<file path="src/rtl/irq_nest_pkg.sv">
// Shared constants and types of the nested interrupt status controller.
package irq_nest_pkg;

  // ==========================================================================
  // Sources, vector slots and bus geometry
  // ==========================================================================
  localparam int NSRC = 10;
  localparam int NSLOT = 9;
  localparam int SLOT_W = 4;
  localparam int DATA_W = 32;

  // Source numbering of the request and enable flags.
  localparam int SRC_TIMER = 0;
  localparam int SRC_PIN4 = 1;
  localparam int SRC_PIN0 = 2;
  localparam int SRC_PIN1 = 3;
  localparam int SRC_PIN2 = 4;
  // Slot 0 is the shared slot; slot n (n > 0) serves source n + 1.
  localparam logic [SLOT_W-1:0] SLOT_SHARED = 4'h0;

  // ==========================================================================
  // Register byte offsets
  // ==========================================================================
  localparam logic [7:0] OFS_REQ_FLAGS = 8'h00;
  localparam logic [7:0] OFS_TEST_CLEAR = 8'h04;
  localparam logic [7:0] OFS_ENABLES = 8'h08;
  localparam logic [7:0] OFS_PRIORITY = 8'h0C;
  localparam logic [7:0] OFS_PROC_STATUS = 8'h10;
  localparam logic [7:0] OFS_STANDBY = 8'h14;

  // ==========================================================================
  // Field positions and reset values
  // ==========================================================================
  localparam int PRI_MASTER_BIT = 3;
  localparam int STATUS_HI_BIT = 3;
  localparam int STATUS_LO_BIT = 2;
  localparam int SB_HALT_BIT = 0;
  localparam int SB_STOP_BIT = 1;
  localparam logic [NSRC-1:0] RST_FLAGS = 10'h000;
  localparam logic [NSRC-1:0] RST_ENABLES = 10'h000;
  localparam logic [3:0] RST_PRIORITY = 4'h0;

  // Processing status codes; code 11 is never held.
  localparam logic [1:0] ST_NORMAL = 2'h0;
  localparam logic [1:0] ST_ONE = 2'h1;
  localparam logic [1:0] ST_TWO = 2'h2;
  localparam logic [1:0] ST_BAD = 2'h3;

  // ==========================================================================
  // Types
  // ==========================================================================
  typedef enum logic [1:0] {SB_RUN, SB_HALT, SB_STOP} standby_mode_t;

  // Captured AHB address phase.
  typedef struct packed {
    logic valid;
    logic write;
    logic [7:0] addr;
  } ahb_phase_t;

  // Vector offered to the CPU sequencer.
  typedef struct packed {
    logic valid;
    logic [SLOT_W-1:0] slot;
  } vector_offer_t;

endpackage : irq_nest_pkg

</file>
<file path="src/rtl/irq_nest_ctrl.sv">
// Interrupt acceptance, nesting status, shared vector and standby control.
//
// How it works
// (RULE1) Status bits sit at word bits 3,2.
// (RULE2) High source accepted in status 0 or 1.
// (RULE3) Status 0 accepts all, goes to 01.
// (RULE4) Status 1 accepts high only, goes 10.
// (RULE5) Status 2 accepts nothing.
// (RULE6) Code 11 never held nor written.
// (RULE7) Status pushed on accept, restored on return.
// (RULE8) Software writing 00 reopens all nesting.
// (RULE9) Software disables interrupts before editing status.
// (RULE10) Timer and pin 4 share one slot.
// (RULE11) One enabled shared source behaves as unshared.
// (RULE12) Both enabled: either flag raises request.
// (RULE13) Both enabled: accept clears neither flag.
// (RULE14) Shared handler tests and clears each flag.
// (RULE15) Deep stop only on main clock.
// (RULE16) Stop halts main clock; halt gates CPU.
// (RULE17) Pin 0 dead in standby; 1,2,4 live.
// (RULE18) Enabled request or reset ends standby.
// (RULE19) Timer stops in deep stop, runs in halt.
// (RULE20) Flag and enable together raise a request.
// (RULE21) Priority low bits select; bit 3 masters.
// (RULE22) Fixed order, one vector per acceptance.
`timescale 1ns/10ps
module irq_nest_ctrl
  import irq_nest_pkg::*;
(
  input wire logic CLK,
  input wire logic RESETN,
  // AHB-Lite slave.
  input wire logic HSEL,
  input wire logic [31:0] HADDR,
  input wire logic [1:0] HTRANS,
  input wire logic HWRITE,
  input wire logic [2:0] HSIZE,
  input wire logic [DATA_W-1:0] HWDATA,
  input wire logic HREADY,
  output logic HREADYOUT,
  output logic HRESP,
  output logic [DATA_W-1:0] HRDATA,
  // Source events, one-cycle pulses.
  input wire logic [NSRC-1:0] SRC_EVENT,
  input wire logic CPU_ON_SUBCLK,
  // CPU sequencer.
  output logic VEC_VALID,
  output logic [SLOT_W-1:0] VEC_SLOT,
  input wire logic VEC_TAKE,
  output logic [3:0] PROGRAM_STATUS_WORD,
  input wire logic RETURN_FROM_IRQ,
  input wire logic [3:0] RETURN_STATUS_WORD,
  output logic ANY_REQUEST,
  // Clock control.
  output logic CPU_CLK_STOP,
  output logic MAIN_CLK_STOP
);

  // ==========================================================================
  // State
  // ==========================================================================
  logic [NSRC-1:0] flags_q;
  logic [NSRC-1:0] flags_d;
  logic [NSRC-1:0] enables_q;
  logic [3:0] prio_q;
  logic [1:0] status_q;
  logic [1:0] status_d;
  standby_mode_t mode_q;
  ahb_phase_t aphase_q;
  logic [DATA_W-1:0] rdata_q;
  logic [NSRC-1:0] hw_set;
  logic [NSRC-1:0] take_clr;
  logic [NSRC-1:0] read_clr;
  logic [NSLOT-1:0] slot_req;
  logic both_shared;
  logic addr_take;
  logic wr_now;
  logic take;
  vector_offer_t offer;

  // Maps a vector slot to the flags that its acceptance clears.
  function automatic logic [NSRC-1:0] slot_clear(
    input logic [SLOT_W-1:0] slot,
    input logic [NSRC-1:0] en
  );
    logic [NSRC-1:0] m;
    m = '0;
    if (slot == SLOT_SHARED) begin // RULE13
      if (en[SRC_TIMER] && !en[SRC_PIN4]) begin
        m[SRC_TIMER] = 1'b1; // RULE11
      end else if (en[SRC_PIN4] && !en[SRC_TIMER]) begin
        m[SRC_PIN4] = 1'b1; // RULE11
      end
    end else begin
      m[int'(slot) + 1] = 1'b1; // RULE20
    end
    return m;
  endfunction : slot_clear

  // ==========================================================================
  // AHB-Lite slave
  // ==========================================================================
  // Zero wait states: the address phase is captured and the write lands in
  // the data phase, while read data is latched from the address phase.
  assign addr_take = HSEL && HTRANS[1] && HREADY;
  assign HREADYOUT = 1'b1;
  assign HRESP = 1'b0;
  assign HRDATA = rdata_q;
  assign wr_now = aphase_q.valid && aphase_q.write;

  always_ff @(posedge CLK or negedge RESETN) begin
    if (!RESETN) begin
      aphase_q <= '0;
    end else if (HREADY) begin
      aphase_q.valid <= addr_take;
      aphase_q.write <= HWRITE;
      aphase_q.addr <= {HADDR[7:2], 2'b00};
    end
  end

  // Read data; unmapped addresses read as zero.
  always_ff @(posedge CLK or negedge RESETN) begin
    if (!RESETN) begin
      rdata_q <= '0;
    end else if (addr_take && !HWRITE) begin
      unique case ({HADDR[7:2], 2'b00})
        OFS_REQ_FLAGS, OFS_TEST_CLEAR: rdata_q <= DATA_W'(flags_q);
        OFS_ENABLES: rdata_q <= DATA_W'(enables_q);
        OFS_PRIORITY: rdata_q <= DATA_W'(prio_q);
        OFS_PROC_STATUS: rdata_q <= DATA_W'(PROGRAM_STATUS_WORD);
        OFS_STANDBY: rdata_q <= DATA_W'({mode_q == SB_STOP,
                                         mode_q == SB_HALT});
        default: rdata_q <= '0;
      endcase
    end
  end

  // Reading the test-and-clear word clears exactly the flags it returned.
  assign read_clr = (addr_take && !HWRITE &&
                     {HADDR[7:2], 2'b00} == OFS_TEST_CLEAR) ?
                    flags_q : '0; // RULE14

  // ==========================================================================
  // Request flags
  // ==========================================================================
  // Pin 0 is sampled by the CPU clock, so it is dead in any standby; the
  // timer is frozen only in deep stop and keeps ticking in halt.
  always_comb begin
    hw_set = SRC_EVENT;
    if (mode_q != SB_RUN) begin
      hw_set[SRC_PIN0] = 1'b0; // RULE17
    end
    if (mode_q == SB_STOP) begin
      hw_set[SRC_TIMER] = 1'b0; // RULE19
    end
  end

  assign take = VEC_TAKE && VEC_VALID;
  assign take_clr = take ? slot_clear(VEC_SLOT, enables_q) : '0;

  // A hardware set in the same cycle as any clear wins.
  always_comb begin
    flags_d = flags_q;
    if (wr_now && aphase_q.addr == OFS_REQ_FLAGS) begin
      flags_d = HWDATA[NSRC-1:0];
    end
    flags_d = (flags_d & ~take_clr & ~read_clr) | hw_set;
  end

  always_ff @(posedge CLK or negedge RESETN) begin
    if (!RESETN) begin
      flags_q <= RST_FLAGS;
    end else begin
      flags_q <= flags_d;
    end
  end

  // ==========================================================================
  // Enables and priority select
  // ==========================================================================
  always_ff @(posedge CLK or negedge RESETN) begin
    if (!RESETN) begin
      enables_q <= RST_ENABLES;
    end else if (wr_now && aphase_q.addr == OFS_ENABLES) begin
      enables_q <= HWDATA[NSRC-1:0];
    end
  end

  always_ff @(posedge CLK or negedge RESETN) begin
    if (!RESETN) begin
      prio_q <= RST_PRIORITY; // RULE21
    end else if (wr_now && aphase_q.addr == OFS_PRIORITY) begin
      prio_q <= HWDATA[3:0];
    end
  end

  // ==========================================================================
  // Slot requests and selection
  // ==========================================================================
  // The shared slot is raised by either enabled flag, since the handler
  // sorts the source out itself.
  assign both_shared = enables_q[SRC_TIMER] && enables_q[SRC_PIN4];
  always_comb begin
    slot_req[SLOT_SHARED] = (flags_q[SRC_TIMER] && enables_q[SRC_TIMER]) ||
                            (flags_q[SRC_PIN4] &&
                             enables_q[SRC_PIN4]); // RULE10 RULE12
    for (int s = 1; s < NSLOT; s++) begin
      slot_req[s] = flags_q[s + 1] && enables_q[s + 1]; // RULE20
    end
  end

  // Any enabled request, also used to wake from standby.
  assign ANY_REQUEST = |slot_req;

  vector_pick u_pick (
    .req(slot_req),
    .high_sel(prio_q[2:0]),
    .status(status_q),
    .master_en(prio_q[PRI_MASTER_BIT] && mode_q == SB_RUN), // RULE21
    .offer(offer)
  );

  // One vector at a time; the CPU does not run during standby.
  assign VEC_VALID = offer.valid; // RULE22 RULE2
  assign VEC_SLOT = offer.slot;

  // ==========================================================================
  // Processing status
  // ==========================================================================
  // Acceptance steps up one level, return restores the stacked bits, and a
  // bus write may drop the level; code 11 is never stored.
  always_comb begin
    status_d = status_q;
    if (take) begin
      unique case (status_q)
        ST_NORMAL: status_d = ST_ONE; // RULE3
        ST_ONE: status_d = ST_TWO; // RULE4
        default: status_d = status_q;
      endcase
    end else if (RETURN_FROM_IRQ) begin
      if (RETURN_STATUS_WORD[STATUS_HI_BIT:STATUS_LO_BIT] != ST_BAD) begin
        status_d = RETURN_STATUS_WORD[STATUS_HI_BIT:STATUS_LO_BIT]; // RULE7
      end
    end else if (wr_now && aphase_q.addr == OFS_PROC_STATUS) begin
      if (HWDATA[STATUS_HI_BIT:STATUS_LO_BIT] != ST_BAD) begin
        status_d = HWDATA[STATUS_HI_BIT:STATUS_LO_BIT]; // RULE8 RULE6
      end
    end
  end

  always_ff @(posedge CLK or negedge RESETN) begin
    if (!RESETN) begin
      status_q <= ST_NORMAL;
    end else begin
      status_q <= status_d;
    end
  end

  // The sequencer stacks this word at acceptance.
  assign PROGRAM_STATUS_WORD = {status_q, 2'b00}; // RULE1 RULE7

  // ==========================================================================
  // Standby control
  // ==========================================================================
  // Deep stop is refused while the subsystem clock drives the CPU; a wake
  // has priority so a pending request leaves standby at once.
  always_ff @(posedge CLK or negedge RESETN) begin
    if (!RESETN) begin
      mode_q <= SB_RUN;
    end else if (mode_q != SB_RUN && ANY_REQUEST) begin
      mode_q <= SB_RUN; // RULE18
    end else if (wr_now && aphase_q.addr == OFS_STANDBY &&
                 mode_q == SB_RUN) begin
      if (HWDATA[SB_STOP_BIT] && !CPU_ON_SUBCLK) begin
        mode_q <= SB_STOP; // RULE15
      end else if (HWDATA[SB_HALT_BIT]) begin
        mode_q <= SB_HALT; // RULE15
      end
    end
  end

  assign CPU_CLK_STOP = (mode_q != SB_RUN); // RULE16
  assign MAIN_CLK_STOP = (mode_q == SB_STOP); // RULE16
endmodule : irq_nest_ctrl

</file>
<file path="src/rtl/vector_pick.sv">
// Picks the one vector slot that may be accepted in the current status.
`timescale 1ns/10ps
module vector_pick
  import irq_nest_pkg::*;
(
  input wire logic [NSLOT-1:0] req,
  input wire logic [2:0] high_sel,
  input wire logic [1:0] status,
  input wire logic master_en,
  output vector_offer_t offer
);

  logic [NSLOT-1:0] high_mask;
  logic [NSLOT-1:0] eligible;

  // Only the slot named by the priority select counts as high priority.
  always_comb begin
    high_mask = '0;
    high_mask[high_sel] = 1'b1;
  end

  // Status gates what may be taken at all.
  always_comb begin
    eligible = '0;
    if (master_en) begin
      unique case (status)
        ST_NORMAL: eligible = req; // RULE3
        ST_ONE: eligible = req & high_mask; // RULE2 RULE4
        ST_TWO: eligible = '0; // RULE5
        default: eligible = '0;
      endcase
    end
  end

  // The high slot wins; otherwise the lowest slot number wins.
  always_comb begin
    offer.valid = |eligible;
    offer.slot = '0;
    if (|(eligible & high_mask)) begin
      offer.slot = {1'b0, high_sel};
    end else begin
      for (int i = NSLOT - 1; i >= 0; i--) begin
        if (eligible[i]) begin
          offer.slot = SLOT_W'(i); // RULE22
        end
      end
    end
  end

endmodule : vector_pick

</file>
<file path="config.mk">
export PLATFORM = sky130hd
export DESIGN_NAME = irq_nest_ctrl
export DESIGN_NICKNAME = d
export VERILOG_FILES = /design/src/rtl/irq_nest_pkg.sv /design/src/rtl/irq_nest_ctrl.sv /design/src/rtl/vector_pick.sv
export SDC_FILE = /design/constraint.sdc
export NUM_CORES = 1
export LEC_CHECK = 0
export BUFFER_PORTS_ARGS = -buffer_cell sky130_fd_sc_hd__buf_4
export CORE_MARGIN = 4
export CORE_UTILIZATION = 40
export DETAILED_ROUTE_END_ITERATION = 16
export GPL_ROUTABILITY_DRIVEN = 0
export PLACE_DENSITY = 0.72
export RECOVER_POWER = 50
export SYNTH_ARGS = -nofsm -noshare
export SYNTH_HDL_FRONTEND = slang
export SYNTH_HIERARCHICAL = 1
export SYNTH_SLANG_ARGS = --single-unit
</file>
<file path="constraint.sdc">
create_clock -name CLK -period 2.25 [get_ports CLK]
set_input_delay 0.45 -clock CLK [delete_from_list [all_inputs] [get_ports CLK]]
set_output_delay 0.45 -clock CLK [all_outputs]
set_load 0.02 [all_outputs]
</file>
==> results of run 1 <==
## report_power, final
part / leakage (uW) / switching (uW) / internal, uW
combinational: 0.00128 / 450 / 479
sequential: 0.000535 / 66.7 / 887
clock: 0.0000447 / 317 / 225
total: 0.00186 / 834 / 1590
## worst paths after layout
path	from	end	slack, ns	depth (start not counted)
max reg2reg	prio_q[0]	flags_q[1]	-0.36	8
min in group asynchronous	RESETN	enables_q[7]	0.35	1
min reg2reg	HRDATA[7]	HRDATA[7]	0.50	2
max in group asynchronous	RESETN	prio_q[0]	1.09	1
min	SRC_EVENT[7]	flags_q[7]	0.31	2
max	flags_q[0]	VEC_SLOT[3]	-0.49	7
## area by class of cell
class	count	area share
clock buffers	5	0.0162
multi-input cells	239	0.439
flip-flops and latches	46	0.271
well taps	99	0.0291
inverters	7	0.00618
repair buffers	124	0.233
clock inverters	3	0.00588
## cell families (layout without fill, tap and decap cells)
| logic type | Yosys count | after routing | synth area share |
|---|---|---|---|
| AOI/OAI and AO/OA | 72 | 72 | 0.176 |
| DFF | 46 | 46 | 0.377 |
| other | 2 | 26 | 0.00246 |
| and+or+nand+nor | 102 | 102 | 0.202 |
| muxes | 39 | 39 | 0.145 |
| buffers and inverters | 46 | 139 | 0.0972 |
## registers in the layout (all words and copies together) (netlist names)
name       count
prio_q         4
HRDATA        10
aphase_q       8
enables_q     10
mode_q         2
status_q       2
flags_q       10
## per-stage QoR
stage	worst slack [ns]	TNS [ns]
5_1_grt	-0.551	-7.13
3_5_place_dp	-0.278	-3.21
3_3_place_gp	-0.264	-2.85
6_report	-0.495	-5.49
2_1_floorplan	-0.0308	-0.0812
4_1_cts	-0.466	-4.90
## repair_timing
action                     CTS  global route
gates resized for setup     34            10
pin swaps                   20            10
buffers inserted             9             2
setup endpoints to repair   18            18
## per-layer routing
| layer | global-route usage | up-vias | part of all wire | wire length, um |
|---|---|---|---|---|
| li1 | - | 1317 | - | - |
| met1 | 0.260 | 1389 | 0.43 | 3700 |
| met2 | 0.329 | 104 | 0.50 | 4270 |
| met3 | 0.0339 | 9 | 0.056 | 482 |
| met4 | 0.0469 | 0 | 0.010 | 86 |
| met5 | 0 | - | 0 | 0 |
## cell usage in the layout, fill, tap and decap left out, types with 9 or more instances in the layout
cell,synthesis,layout
nor2_1,17,15
conb_1,2,26
o21ai_0,13,11
a22oi_1,11,9
mux2_2,31,30
nor2b_1,9,9
nand2_1,25,21
buf_6,1,17
dfrtp_1,46,45
buf_4,27,106
==> qor.yml, run 1 <==
min_path_type: "in -> reg"
grt_max_degree: 47
grt_pass1_wl_um: 13800
whs_ns: 0.314
tritoncts: "built"
placed_cells: 505
drt_wl_total_um: 8540
start_util: 0.416
dp_hpwl_um: 6410
cap_violations: 0
crit_path_cell_trace: "a22o_4, mux2i_4, o32a_1, or4b_4, nand2_2, and3b_2, buf_6"
skew_ns: 0.00363
path_delay_family: "simple AND/OR/NAND/NOR gates"
ys_seq_elements: 46
avgSynthCellArea_um2: 9.94
clk_pin_slew_ns: 0.09
layout.nets: 514
grt_setup_unrepaired: "yes"
synth_area_mm2: 0.00305
cts.sinks: 46
rows: 31
hold_viol: 0
dieArea_mm2: 0.00909
overflow: 0
wl_per_cell_um: 16.3
synthArstFlopShare: 1.00
n_fill_cell: 659
finalPower_uw: 2420
synth_top_area_frac: 0.377
stdcell_area_mm2: 0.00425
synth_most_common_cell: "dfrtp_1"
critPathLaunchType: "flop"
yosys.cell_types.count: 67
cts_buffers: 5
critPathMaxStageDelay_ns: 0.48
drive_gt1_frac: 0.483
clock.fmax_ghz: 0.364
ys.flop_type: "dfrtp_1"
violations: "setup timing"
maxSlewHeadroom: 0.214
coreArea_mm2: 0.00733
critPathRequiredTime_ns: 1.80
fin_crit_sh: 1.22
fin_cells: 523
ant_nets: 0
ir_worst_vdd_mv: 0.446
yosysWarnings: 6
seq_area_frac_synth: 0.377
diodes: 0
clockRootBuffer: "clkbuf_8"
vias_per_cell: 5.39
critical_path_arrival_ns: 2.29
synth_edf_count: 0
synthToLayoutAreaGrowth_pct: 39.5
drv_slew: 0
critPathSlowestCell: "or4b_4"
synth_top_area_cell: "dfrtp_1"
num_vias: 2819
synth.area.top_cells: "dfrtp_1 38%, mux2_2 11%, buf_4 6.6%"
status: "finished, violations left"
synth_commonest_cells: "46 x dfrtp_1, 31 x mux2_2, 27 x buf_4, 25 x nand2_1, 17 x nor2_1"
ctsHtreeMaxLevel: 2
fin_ws_ns: -0.495
multi_input_area_mm2: 0.00187
drt-pass1-iter-count: 5
setup_viol: 18
cp-end-kind: "primary output"
p_leak_uw: 0.00186
grt_pass1_vias: 2772
place_area_mm2: 0.00390
power_density_mw_per_mm2: 570
crit_fanout: 4
first_iter_violations: 131
grt_use_total: 0.195
die_w_um: 95.3
tightest_slew_ns: 1.18
clk_latency_ns: 0.31
crit_buf_inv: 1
drc: 0
fin_crit_ns: 2.74
synthCells: 307
crit_type: "reg -> out"
io_buffers: 56
ios: 137
grt_antenna_before_repair: 0
hold_buffers: 0
die_y_um: 95.3
final_core_util: 0.580
register_area_mm2: 0.00115
clock_path_buffers: 2
No activity file was read; power rests on OpenSTA's default activity.
==> run 2, diff against run 1 <==
--- a/config.mk
+++ b/config.mk
@@ -11,7 +11,8 @@
 export DETAILED_ROUTE_END_ITERATION = 16
 export GPL_ROUTABILITY_DRIVEN = 0
 export PLACE_DENSITY = 0.72
-export RECOVER_POWER = 50
+export RECOVER_POWER = 100
+export SETUP_SLACK_MARGIN = 0.1
 export SYNTH_ARGS = -nofsm -noshare
 export SYNTH_HDL_FRONTEND = slang
 export SYNTH_HIERARCHICAL = 1
==> qor.yml, run 2 (synthesis results as in run 1) <==
status: "finished, violations left"
violations: "setup timing"
rows: 31
crit_type: "reg -> out"
ios: 137
overflow: 0
critPathLaunchType: "flop"
combPwrFrac: 0.376
grt_use_total: 0.188
reg2reg_slack_ns: -0.40
place_ws_ns: -0.396
grt_setup_unrepaired: "yes"
layout.nets: 511
p_seq_frac: 0.402
grt_pass1_vias: 2731
critPathRequiredTime_ns: 1.80
clock.fmax_ghz: 0.364
fin_cells: 520
r2r-start: "prio_q[0]"
io_buffers: 56
reg2reg_to: "flags_q[6]"
clk_pin_slew_ns: 0.09
hold_buffers: 0
dieArea_mm2: 0.00909
min_path_type: "in -> reg"
grt_pass1_wl_um: 13300
placed_cells: 498
power_density_mw_per_mm2: 572
drv_slew: 0
cts.sinks: 46
cap_violations: 0
clk_latency_ns: 0.30
grt_max_degree: 47
cp-end-kind: "primary output"
cts_buffers: 5
clock_power_share: 0.222
num_vias: 2833
diodes: 0
fin_crit_ns: 2.75
hold_viol: 0
die_w_um: 95.3
drt-pass1-iter-count: 5
die_y_um: 95.3
drive_gt1_frac: 0.430
drt_wl_total_um: 8580
p_leak_uw: 0.00180
grt_antenna_before_repair: 0
synthToLayoutAreaGrowth_pct: 36.4
skew_ns: 0.00635
ant_nets: 0
p_int_uw: 1590
coreArea_mm2: 0.00733
whs_endpoint: "flags_q[6]"
min_from: "SRC_EVENT[6]"
start_util: 0.416
switchingPower_uw: 792
clockRootBuffer: "clkbuf_8"
first_iter_violations: 208
critical_path_arrival_ns: 2.30
ir_worst_vdd_mv: 0.391
layout_commonest_cell: "buf_4"
final_core_util: 0.568
tritoncts: "built"
crit_fanout: 3
reg2reg_depth: 11
maxSlewHeadroom: 0.217
fin_ws_ns: -0.497
setup_viol: 18
clock_path_buffers: 2
tightest_slew_ns: 1.18
wl_per_cell_um: 16.5
fin_crit_sh: 1.22
vias_per_cell: 5.45
hold_depth: 2
ctsHtreeMaxLevel: 2
sw_frac_of_total: 0.333
dp_hpwl_um: 6340
layout_common_cells: "90 x buf_4, 45 x dfrtp_1, 30 x mux2_2"
drc: 0
## run 2: worst max path at each step
stage                 start           to  slack [ns]  cells past startpoint
2_1_floorplan    flags_q[0]   flags_q[2]       -0.02                      9
3_3_place_gp      prio_q[0]   flags_q[1]       -0.34                      7
3_5_place_dp      prio_q[0]   flags_q[1]       -0.40                      7
4_1_cts          flags_q[0]  VEC_SLOT[3]       -0.42                      7
5_1_grt        enables_q[0]  VEC_SLOT[3]       -0.55                      7
6_report       enables_q[0]  VEC_SLOT[3]       -0.50                      7
## run 2: per-stage QoR
step / hold WS [ns] / instance area, um^2 / power [uW] / setup TNS [ns]
2_1_floorplan: 0.154 / 3200 / 1430 / -0.0624
3_3_place_gp: 0.472 / 3850 / 1710 / -3.79
3_5_place_dp: 0.479 / 3850 / 1730 / -4.23
4_1_cts: 0.171 / 4040 / 2290 / -4.06
5_1_grt: 0.326 / 4160 / 2490 / -7.49
6_report: 0.320 / 4160 / 2380 / -6.27
## run 2: cell type report
class,instances,area [um^2]
tap,99,124
inverter,7,26.3
fill,627,3170
multi-input combinational,239,1830
clock inverter,1,5.00
clock buffer,7,86.3
sequential,46,1150
timing repair buffer,121,938
## run 2: timing repair
item,CTS,global route
endpoints found under the hold margin,0,0
setup endpoints to repair,18,18
pin swaps,8,14
gates cloned,0,0
gates resized for setup,11,21
buffers inserted,6,8
## run 2: routing by layer
layer  vias up  wire length [um]  global-route usage
met2       134              4180               0.311
li1       1315                 -                   -
met1      1369              3680               0.252
met5         -                 0                   0
met4         0               166              0.0589
met3        15               555              0.0300
## run 2: power groups by stage
stage	sequential (uW)	clock [uW]	combinational (uW)
6_report	956	528	896
5_1_grt	969	562	962
4_1_cts	954	539	798
3_5_place_dp	970	0	760
3_3_place_gp	967	0	745
2_1_floorplan	962	0	472
## run 2: worst max-delay path, cell delays in order (launching register included)
cell and delay, ns:
dfrtp_1 0.41, a22o_4 0.29, mux2i_4 0.15, o32a_1 0.23, or4b_4 0.49, nand2_4 0.08, and3b_2 0.22, buf_6 0.12
